## src/core/sfp_defines.vh

```
// Register offsets, field positions, reset values and timing counts for the supply fault protection block
`ifndef SFP_DEFINES_VH
`define SFP_DEFINES_VH

`define SFP_CLK_HZ            100000000
`define SFP_BB_SW_HZ          400000
`define SFP_BK_SW_HZ          2000000
`define SFP_OFF_TIME_US       2000
`define SFP_CLR_WIN_US        2000
`define SFP_BB_RETRY_CYC      ((`SFP_CLK_HZ + `SFP_BB_SW_HZ - 1) / `SFP_BB_SW_HZ)
`define SFP_BK_RETRY_CYC      ((`SFP_CLK_HZ + `SFP_BK_SW_HZ - 1) / `SFP_BK_SW_HZ)
`define SFP_OFF_CYC           ((`SFP_CLK_HZ / 1000000) * `SFP_OFF_TIME_US)
`define SFP_CLR_WIN_CYC       ((`SFP_CLK_HZ / 1000000) * `SFP_CLR_WIN_US)
`define SFP_RETRY_LIMIT       8
`define SFP_POR_CYC           1000

`define SFP_ADDR_STATUS       12'h000
`define SFP_ADDR_MASK         12'h004
`define SFP_ADDR_CFG          12'h008
`define SFP_ADDR_STATE        12'h00c

`define SFP_ST_BB_OC          0
`define SFP_ST_BK_OC          1
`define SFP_ST_SR_OC          2
`define SFP_ST_TRA_OC         3
`define SFP_ST_TRB_OC         4
`define SFP_ST_TRC_OC         5
`define SFP_ST_THERM          6
`define SFP_ST_FREQ           7
`define SFP_ST_OV             8
`define SFP_ST_UV             9
`define SFP_ST_W              10

`define SFP_CFG_BB_LATCH      0
`define SFP_CFG_BK_LATCH      1
`define SFP_CFG_TH_LATCH      2
`define SFP_CFG_RESET         3'h7

`endif

```

## src/core/sfp_retry.v

```verilog
// Overcurrent retry and latch-off sequencer for one switching converter
`timescale 1ns/100ps
`include "sfp_defines.vh"

module sfp_retry #(
   parameter RETRY_CYC = 250,
   parameter OFF_CYC   = 200000,
   parameter WIN_CYC   = 200000,
   parameter LIMIT     = 8
) (
   input  wire pclk,
   input  wire presetn,
   input  wire ce,
   input  wire enable,
   input  wire oc_in,
   input  wire latch_mode,
   output reg  drv_on_q,
   output reg  latched_q,
   output reg  oc_event_q
);
   localparam ST_IDLE  = 3'd0;
   localparam ST_RETRY = 3'd1;
   localparam ST_ON    = 3'd2;
   localparam ST_OFF   = 3'd3;
   localparam ST_WIN   = 3'd4;
   localparam ST_LATCH = 3'd5;

   reg [2:0]  state_q;
   reg [31:0] cnt_q;
   reg [3:0]  rep_q;

   always @(posedge pclk or negedge presetn) begin
      if (!presetn) begin
         state_q    <= ST_IDLE;
         cnt_q      <= 32'h0;
         rep_q      <= 4'h0;
         drv_on_q   <= 1'b0;
         latched_q  <= 1'b0;
         oc_event_q <= 1'b0;
      end else if (ce) begin
         oc_event_q <= 1'b0;
         case (state_q)
            ST_IDLE: begin
               drv_on_q <= enable;
               if (enable && oc_in) begin
                  // First detection: switch off, retry at switching rate
                  drv_on_q   <= 1'b0;
                  oc_event_q <= 1'b1;
                  cnt_q      <= 32'h0;
                  state_q    <= ST_RETRY;
               end
            end
            ST_RETRY: begin
               if (cnt_q >= RETRY_CYC - 1) begin
                  drv_on_q <= 1'b1;
                  state_q  <= ST_ON;
               end else begin
                  cnt_q <= cnt_q + 32'h1;
               end
            end
            ST_ON: begin
               if (oc_in) begin
                  // Re-detection: hold off for the long off time
                  drv_on_q   <= 1'b0;
                  oc_event_q <= 1'b1;
                  cnt_q      <= 32'h0;
                  // Latch only once all repetitions have run their off period
                  if (latch_mode && rep_q >= LIMIT) begin
                     state_q   <= ST_LATCH;
                     latched_q <= 1'b1;
                  end else begin
                     if (rep_q < LIMIT)
                        rep_q <= rep_q + 4'h1;
                     state_q <= ST_OFF;
                  end
               end else begin
                  cnt_q   <= 32'h0;
                  state_q <= ST_WIN;
               end
            end
            ST_OFF: begin
               if (cnt_q >= OFF_CYC - 1) begin
                  drv_on_q <= 1'b1;
                  cnt_q    <= 32'h0;
                  state_q  <= ST_ON;
               end else begin
                  cnt_q <= cnt_q + 32'h1;
               end
            end
            ST_WIN: begin
               if (oc_in) begin
                  drv_on_q <= 1'b1;
                  state_q  <= ST_ON;
               end else if (cnt_q >= WIN_CYC - 1) begin
                  // Quiet window passed: clear repetitions
                  rep_q   <= 4'h0;
                  state_q <= ST_IDLE;
               end else begin
                  cnt_q <= cnt_q + 32'h1;
               end
            end
            ST_LATCH: begin
               drv_on_q <= 1'b0;
            end
            default: state_q <= ST_IDLE;
         endcase
      end
   end
endmodule

```

## src/core/sfp_top.v

```verilog
// Supply fault protection: start-up gating, fault latching, diagnostic and APB registers
//
// Implementation choices: the APB slave port and the register offsets.
`timescale 1ns/100ps
`include "sfp_defines.vh"

// Contract
// - Converter protection at start; diag after self-test
// - Series OC and undervoltage after release
// - Tracking OC ignored until primary reset release
// - Any overcurrent drives diagnostic low
// - Buck-boost off, retry at 400 kHz
// - Re-detect: 2 ms off, latch after 8
// - Quiet window clears repetition counter
// - Buck uses same sequence at 2 MHz
// - Config bit selects continue or latch-off
// - Series limiter recorded, diagnostic latched low
// - Each tracking limiter recorded independently
// - Overheat shuts outputs, latching selectable
// - Frequency fault latches outputs, resets low
// - Reset timer starts after both rails good
// - Status written with diagnostic low
module sfp_top #(
   parameter BB_RETRY_CYC = `SFP_BB_RETRY_CYC,
   parameter BK_RETRY_CYC = `SFP_BK_RETRY_CYC,
   parameter OFF_CYC      = `SFP_OFF_CYC,
   parameter WIN_CYC      = `SFP_CLR_WIN_CYC,
   parameter POR_CYC      = `SFP_POR_CYC
) (
   input  wire        pclk,
   input  wire        presetn,
   input  wire        ce,
   input  wire        psel,
   input  wire        penable,
   input  wire        pwrite,
   input  wire [11:0] paddr,
   input  wire [31:0] pwdata,
   output reg  [31:0] prdata,
   output reg         pready,
   output reg         pslverr,
   input  wire        analog_self_test_done,
   input  wire        bb_start,
   input  wire        bk_start,
   input  wire        sr_start,
   input  wire        tr_start,
   input  wire        bb_oc,
   input  wire        bk_oc,
   input  wire        sr_limit,
   input  wire        tra_limit,
   input  wire        trb_limit,
   input  wire        trc_limit,
   input  wire        bb_ov,
   input  wire        bk_ov,
   input  wire        sr_ov,
   input  wire        tr_ov,
   input  wire        sr_uv,
   input  wire        bk_uv,
   input  wire        tr_uv,
   input  wire        thermal_sensor_a,
   input  wire        thermal_sensor_b,
   input  wire        freq_fault,
   output reg         fault_out_n,
   output reg         primary_reset_out_n,
   output reg         secondary_reset_out_n,
   output reg         bb_drv_en,
   output reg         bk_drv_en,
   output reg         sr_en,
   output reg         tr_en,
   output reg         irq
);
   wire        bb_drv;
   wire        bk_drv;
   wire        bb_lat;
   wire        bk_lat;
   wire        bb_evt;
   wire        bk_evt;
   reg  [10:0] status_q;
   reg  [10:0] mask_q;
   reg  [2:0]  cfg_q;
   reg         diag_lat_q;
   reg         all_off_q;
   reg         sr_rel_q;
   reg         bk_rel_q;
   reg         por_cnt_run_q;
   reg  [31:0] por_cnt_q;
   reg  [10:0] ev;
   reg         therm;
   wire        bus_wr;
   wire        bus_rd;
   wire        hit;

   function addr_hit;
      input [11:0] a;
      begin
         addr_hit = (a == `SFP_ADDR_STATUS) || (a == `SFP_ADDR_MASK) ||
                    (a == `SFP_ADDR_CFG) || (a == `SFP_ADDR_STATE);
      end
   endfunction

   // Converter sequencers enabled from converter start
   sfp_retry #(
      .RETRY_CYC (BB_RETRY_CYC),
      .OFF_CYC   (OFF_CYC),
      .WIN_CYC   (WIN_CYC),
      .LIMIT     (`SFP_RETRY_LIMIT)
   ) u_bb (
      .pclk       (pclk),
      .presetn    (presetn),
      .ce         (ce),
      .enable     (bb_start),
      .oc_in      (bb_oc),
      .latch_mode (cfg_q[`SFP_CFG_BB_LATCH]),
      .drv_on_q   (bb_drv),
      .latched_q  (bb_lat),
      .oc_event_q (bb_evt)
   );

   sfp_retry #(
      .RETRY_CYC (BK_RETRY_CYC),
      .OFF_CYC   (OFF_CYC),
      .WIN_CYC   (WIN_CYC),
      .LIMIT     (`SFP_RETRY_LIMIT)
   ) u_bk (
      .pclk       (pclk),
      .presetn    (presetn),
      .ce         (ce),
      .enable     (bk_start),
      .oc_in      (bk_oc),
      .latch_mode (cfg_q[`SFP_CFG_BK_LATCH]),
      .drv_on_q   (bk_drv),
      .latched_q  (bk_lat),
      .oc_event_q (bk_evt)
   );

   // Gated fault events
   always @* begin
      therm = thermal_sensor_a | thermal_sensor_b;
      ev = 11'h0;
      ev[`SFP_ST_BB_OC]  = analog_self_test_done & (bb_evt | bb_oc);
      ev[`SFP_ST_BK_OC]  = analog_self_test_done & (bk_evt | bk_oc);
      ev[`SFP_ST_SR_OC]  = sr_rel_q & sr_limit;
      ev[`SFP_ST_TRA_OC] = primary_reset_out_n & tra_limit;
      ev[`SFP_ST_TRB_OC] = primary_reset_out_n & trb_limit;
      ev[`SFP_ST_TRC_OC] = primary_reset_out_n & trc_limit;
      ev[`SFP_ST_THERM]  = analog_self_test_done & therm;
      ev[`SFP_ST_FREQ]   = analog_self_test_done & freq_fault;
      ev[`SFP_ST_OV]     = analog_self_test_done & (bb_ov | bk_ov | sr_ov | tr_ov);
      ev[`SFP_ST_UV]     = (sr_rel_q & sr_uv) | (bk_rel_q & bk_uv) |
                           (primary_reset_out_n & tr_uv);
   end

   assign hit    = addr_hit(paddr);
   assign bus_wr = psel & penable & pwrite & pready & hit;
   assign bus_rd = psel & ~penable & ~pwrite;

   // APB slave answers one cycle after setup, zero wait states
   always @(posedge pclk or negedge presetn) begin
      if (!presetn) begin
         pready  <= 1'b0;
         pslverr <= 1'b0;
         prdata  <= 32'h0;
         mask_q  <= 11'h0;
         cfg_q   <= `SFP_CFG_RESET; // Latch-off is the default response
      end else if (ce) begin
         pready  <= psel & ~penable;
         pslverr <= psel & ~penable & ~addr_hit(paddr);
         if (bus_rd) begin
            case (paddr)
               `SFP_ADDR_STATUS: prdata <= {21'h0, status_q};
               `SFP_ADDR_MASK:   prdata <= {21'h0, mask_q};
               `SFP_ADDR_CFG:    prdata <= {29'h0, cfg_q};
               `SFP_ADDR_STATE:  prdata <= {24'h0, bb_lat, bk_lat, all_off_q, diag_lat_q,
                                             sr_rel_q, bk_rel_q, primary_reset_out_n, secondary_reset_out_n};
               default:          prdata <= 32'h0;
            endcase
         end
         if (bus_wr && paddr == `SFP_ADDR_MASK)
            mask_q <= pwdata[10:0];
         if (bus_wr && paddr == `SFP_ADDR_CFG)
            cfg_q <= pwdata[2:0];
      end
   end

   // Status flags: event wins over write-one-to-clear
   always @(posedge pclk or negedge presetn) begin
      if (!presetn) begin
         status_q   <= 11'h0;
         diag_lat_q <= 1'b0;
         irq        <= 1'b0;
      end else if (ce) begin
         status_q <= (status_q & ~((bus_wr && paddr == `SFP_ADDR_STATUS) ? pwdata[10:0] : 11'h0)) | ev;
         if (|ev)
            diag_lat_q <= 1'b1;
         // A set mask bit hides its status bit from the interrupt
         irq <= |(((status_q & ~((bus_wr && paddr == `SFP_ADDR_STATUS) ? pwdata[10:0] : 11'h0)) | ev) & ~mask_q);
      end
   end

   // Start-up release tracking and reset timer
   always @(posedge pclk or negedge presetn) begin
      if (!presetn) begin
         sr_rel_q              <= 1'b0;
         bk_rel_q              <= 1'b0;
         por_cnt_run_q         <= 1'b0;
         por_cnt_q             <= 32'h0;
         primary_reset_out_n   <= 1'b0;
         secondary_reset_out_n <= 1'b0;
      end else if (ce) begin
         if (sr_start && !sr_uv)
            sr_rel_q <= 1'b1;
         if (bk_start && !bk_uv)
            bk_rel_q <= 1'b1;
         if (status_q[`SFP_ST_FREQ] || ev[`SFP_ST_FREQ]) begin
            // Frequency fault forces both resets low
            primary_reset_out_n   <= 1'b0;
            secondary_reset_out_n <= 1'b0;
            por_cnt_run_q         <= 1'b0;
         end else if (sr_rel_q && bk_rel_q && !primary_reset_out_n) begin
            por_cnt_run_q <= 1'b1;
            if (por_cnt_q >= POR_CYC - 1) begin
               primary_reset_out_n   <= 1'b1;
               secondary_reset_out_n <= 1'b1;
            end else begin
               por_cnt_q <= por_cnt_q + 32'h1;
            end
         end
      end
   end

   // Output latch-off and pin drive
   always @(posedge pclk or negedge presetn) begin
      if (!presetn) begin
         all_off_q   <= 1'b0;
         fault_out_n <= 1'b1;
         bb_drv_en   <= 1'b0;
         bk_drv_en   <= 1'b0;
         sr_en       <= 1'b0;
         tr_en       <= 1'b0;
      end else if (ce) begin
         if (ev[`SFP_ST_FREQ] || (ev[`SFP_ST_THERM] && cfg_q[`SFP_CFG_TH_LATCH]))
            all_off_q <= 1'b1;
         fault_out_n <= ~(diag_lat_q | (|ev));
         if (all_off_q || ev[`SFP_ST_FREQ] || therm) begin
            bb_drv_en <= 1'b0;
            bk_drv_en <= 1'b0;
            sr_en     <= 1'b0;
            tr_en     <= 1'b0;
         end else begin
            bb_drv_en <= bb_drv;
            bk_drv_en <= bk_drv;
            sr_en     <= sr_start;
            tr_en     <= tr_start;
         end
      end
   end
endmodule

```

## config.mk

```make
export PLATFORM = sky130hd
export DESIGN_NAME = sfp_top
export DESIGN_NICKNAME = d
export VERILOG_FILES = /design/src/core/sfp_retry.v /design/src/core/sfp_top.v
export VERILOG_INCLUDE_DIRS = /design/src /design/src/core
export SDC_FILE = /design/constraint.sdc
export NUM_CORES = 1
export LEC_CHECK = 0
export BUFFER_PORTS_ARGS = -buffer_cell sky130_fd_sc_hd__buf_2
export CAP_MARGIN = 20
export CORE_UTILIZATION = 40
export CTS_BUF_LIST = sky130_fd_sc_hd__clkbuf_16
export CTS_CLUSTER_SIZE = 8
export DETAILED_ROUTE_END_ITERATION = 16
export PLACE_DENSITY = 0.71
export SLEW_MARGIN = 25
export SYNTH_ARGS = -nofsm -noshare
export SYNTH_HDL_FRONTEND = slang
export SYNTH_HIERARCHICAL = 1
export SYNTH_SLANG_ARGS = --single-unit
```

## constraint.sdc

```tcl
create_clock -name pclk -period 2.4 [get_ports pclk]
set_input_delay 0.48 -clock pclk [delete_from_list [all_inputs] [get_ports pclk]]
set_output_delay 0.48 -clock pclk [all_outputs]
set_load 0.03 [all_outputs]
```

==> impl_metrics.yaml <==
run_status:
  outcome: "finished clean"
final_layout:
  n_fill_cell: 1951
  multi_input_area_um2: 4060
  synthToLayoutAreaGrowth_pct: 16.6
  final_nets: 1027
  utilization_pct: 47.6
  regArea_um2: 4130
  antenna_cells: 0
  final_common_cell: "dfrtp_1"
  layout_common_cells: "161 x dfrtp_1, 79 x nand2_1, 69 x buf_2"
  stdcell_count: 1233
  drive_gt1_share_pct: 22.1
power_and_ir_drop:
  irDropWorstVdd_v: 0.000496
  finalPower_mw: 8.72
  powerDensity_nw_per_um2: 869
  leakage_nw: 4.55
yosys:
  ys_warn_count: 6
  syn_area_per_cell_um2: 10.0
  netlist_top_cells_area: "dfrtp_1 47%, nand2_1 3.4%, and2_1 2.5%, o31ai_1 2.4%, o21ai_0 2.3%"
  netlist.area_leader.share_pct: 46.8
  synthFlopType: "dfrtp_1"
  syn_inst: 859
  synthesis.area_um2: 8600
  synth_edf_count: 0
  async_flop_share_pct: 100
  synth_cell_types: 85
  ys_seq_elements: 165
  ys_seq_area_share_pct: 48.0
  synth_top_cell_by_area: "dfrtp_1"
hold_path:
  hold_path_class: "primary input to async pin"
floorplan:
  rows: 53
  die_height_um: 149
  ios: 113
  start_util_pct: 40.8
  fp.dieW_um: 149
  coreArea_um2: 21100
  die_area_um2: 22100
setup_path:
  crit_fanout: 7
  slowest_stage: "dfrtp_1"
  critPathLaunchType: "flop"
  cp.required_ns: 2.70
  cp-startpoint: "u_bk/cnt_q[0]$_DFFE_PN0P_"
  ff2ff_path_depth: 7
  slowest_delay_ns: 0.43
  path_cells: "ha_1 > nand3_1 > nor2_2 > a41oi_2 > and2_1 > a311oi_1 > mux2_1"
  worst-path-buf-inv: 0
  cp_data_arrival_time_ns: 2.60
  r2r_slack_ns: 0.10
  critPathTopFamily: "simple AND/OR/NAND/NOR gates"
  crit_path_end_kind: "flop"
  rr_endpoint: "u_bk/drv_on_q$_DFFE_PN0P_"
  reg2reg_from: "u_bk/cnt_q[0]$_DFFE_PN0P_"
  worstSetupPathType: "flop to flop"
timing:
  finalHoldViolCount: 0
  min_period_ns: 2.30
  tightestPinTransition_ns: 0.612
  setup-violations-final: 0
  fin_crit_sh_pct: 95.8
  fmax_mhz: 435
  max_slew_margin_pct: 58.9
  final_max_slew_viol_count: 0
  fin_worst_skew_ns: 0.00935
route:
  routedWlPerCell_um: 15.9
  vias: 6830
  remaining_drc_errors: 0
  drt_iter0_markers: 474
  antenna_left: 0
  viasPerCell: 5.54
  routed_wl_um: 19600
  dr.pass1.iters: 5
clock_tree:
  cts_root_buffer: "clkbuf_16"
  cts_made_buffers: 17
  hold_buffers: 0
  clk_pin_slew_ns: 0.06
  cts.sinks: 165
  cts_tree: "yes"
  clockBufferDepth: 2
  htreeDepth: 4
  clock_latency_ns: 0.43
grt:
  grt_pass1_wl_um: 32800
  track_usage_pct: 18.6
  grt_max_degree: 54
  antenna_found_initial: 0
  grt-ovfl-total: 0
  grt_pass1_vias: 6570
placed_design:
  gp_congestion: 0.890
  place_inst: 1199
  hpwl_um: 14100
  port-buffer-count: 70
flow_run:
  cap_viol_max_count: 0
worst max-delay path by stage:
stage                                       endpoint  slack [ns]  cells past startpoint
final                      u_bk/drv_on_q$_DFFE_PN0P_        0.10                      7
after global routing       u_bk/drv_on_q$_DFFE_PN0P_      -0.003                      7
after CTS                 u_bb/cnt_q[19]$_DFFE_PN0P_        0.03                      8
after detailed placement  u_bb/cnt_q[19]$_DFFE_PN0P_        0.04                      8
after global placement    u_bb/cnt_q[20]$_DFFE_PN0P_        0.07                      8
after floorplan           u_bb/cnt_q[17]$_DFFE_PN0P_        0.02                      9
cells by family (layout without fill, tap and decap cells):
kind of cell,count (synthesis),in the layout,share of synthesized area (%)
xor+xnor,8,8,0.814
simple gates,298,298,18.9
buf+inv,111,190,6.27
flops,165,165,48.0
compound gates,234,234,20.0
mux,31,31,4.30
other cells,1,21,0.0436
fa+ha+maj,11,11,1.60
power breakdown:
part	total, mW	switching (mW)	internal [mW]
sequential	3.34	0.298	3.04
combinational	2.81	1.64	1.17
clock	2.57	1.14	1.43
area by class of cell:
type	count	area share (%)
Multi-Input combinational cell	603	40.4
Timing Repair Buffer	124	8.13
Clock inverter	15	1.31
Inverter	34	1.27
Sequential cell	165	41.2
Tap cell	275	3.43
Clock buffer	17	4.24
sequential cells by signal (all words and copies together) (netlist names), 3 cells and up:
register      cells
prdata           11
mask_q           11
u_bb/cnt_q       32
u_bb/rep_q        4
u_bk/state_q      3
status_q         11
por_cnt_q        32
u_bb/state_q      3
u_bk/cnt_q       32
cfg_q             3
u_bk/rep_q        4
worst reg2reg max path: stages (launching register included):
cell and delay [ns]:
dfrtp_1 0.43, ha_1 0.23, nand3_1 0.19, nor2_2 0.17
a41oi_2 0.21, and2_1 0.24, a311oi_1 0.35, mux2_1 0.36
through the flow:
| step | setup slack [ns] | hold WS [ns] | instance area (um2) | setup TNS [ns] |
|---|---|---|---|---|
| 2_1_floorplan | 0.0224 | 0.184 | 8680 | 0 |
| 3_3_place_gp | 0.0701 | 0.365 | 9410 | 0 |
| 3_5_place_dp | 0.0427 | 0.366 | 9410 | 0 |
| 4_1_cts | 0.0310 | 0.0150 | 9970 | 0 |
| 5_1_grt | -0.00281 | 0.0223 | 10000 | -0.00281 |
| 6_report | 0.101 | 0.00466 | 10000 | 0 |
layer usage:
| layer | vias up | GRT usage (%) | share of wire (%) |
|---|---|---|---|
| met5 | - | 0 | 0 |
| met4 | 0 | 7.78 | 2.5 |
| met3 | 32 | 2.94 | 5.1 |
| met2 | 226 | 29.4 | 47 |
| met1 | 3313 | 25.2 | 46 |
| li1 | 3259 | - | - |
cells in the mapped netlist, drive strengths merged (18+ instances only):
cell    instances
dfrtp         161
nand2          82
o21ai          55
nor2           49
buf            41
clkbuf         36
a21oi          35
and2           35
inv            34
nand3          32
o31ai          31
nor4           22
mux2           18
timing repair:
item,in CTS,in global routing
resized for setup,0,11
endpoints found under the setup margin,0,32
buffers inserted,0,2
Power figures use the tool's default switching activity.
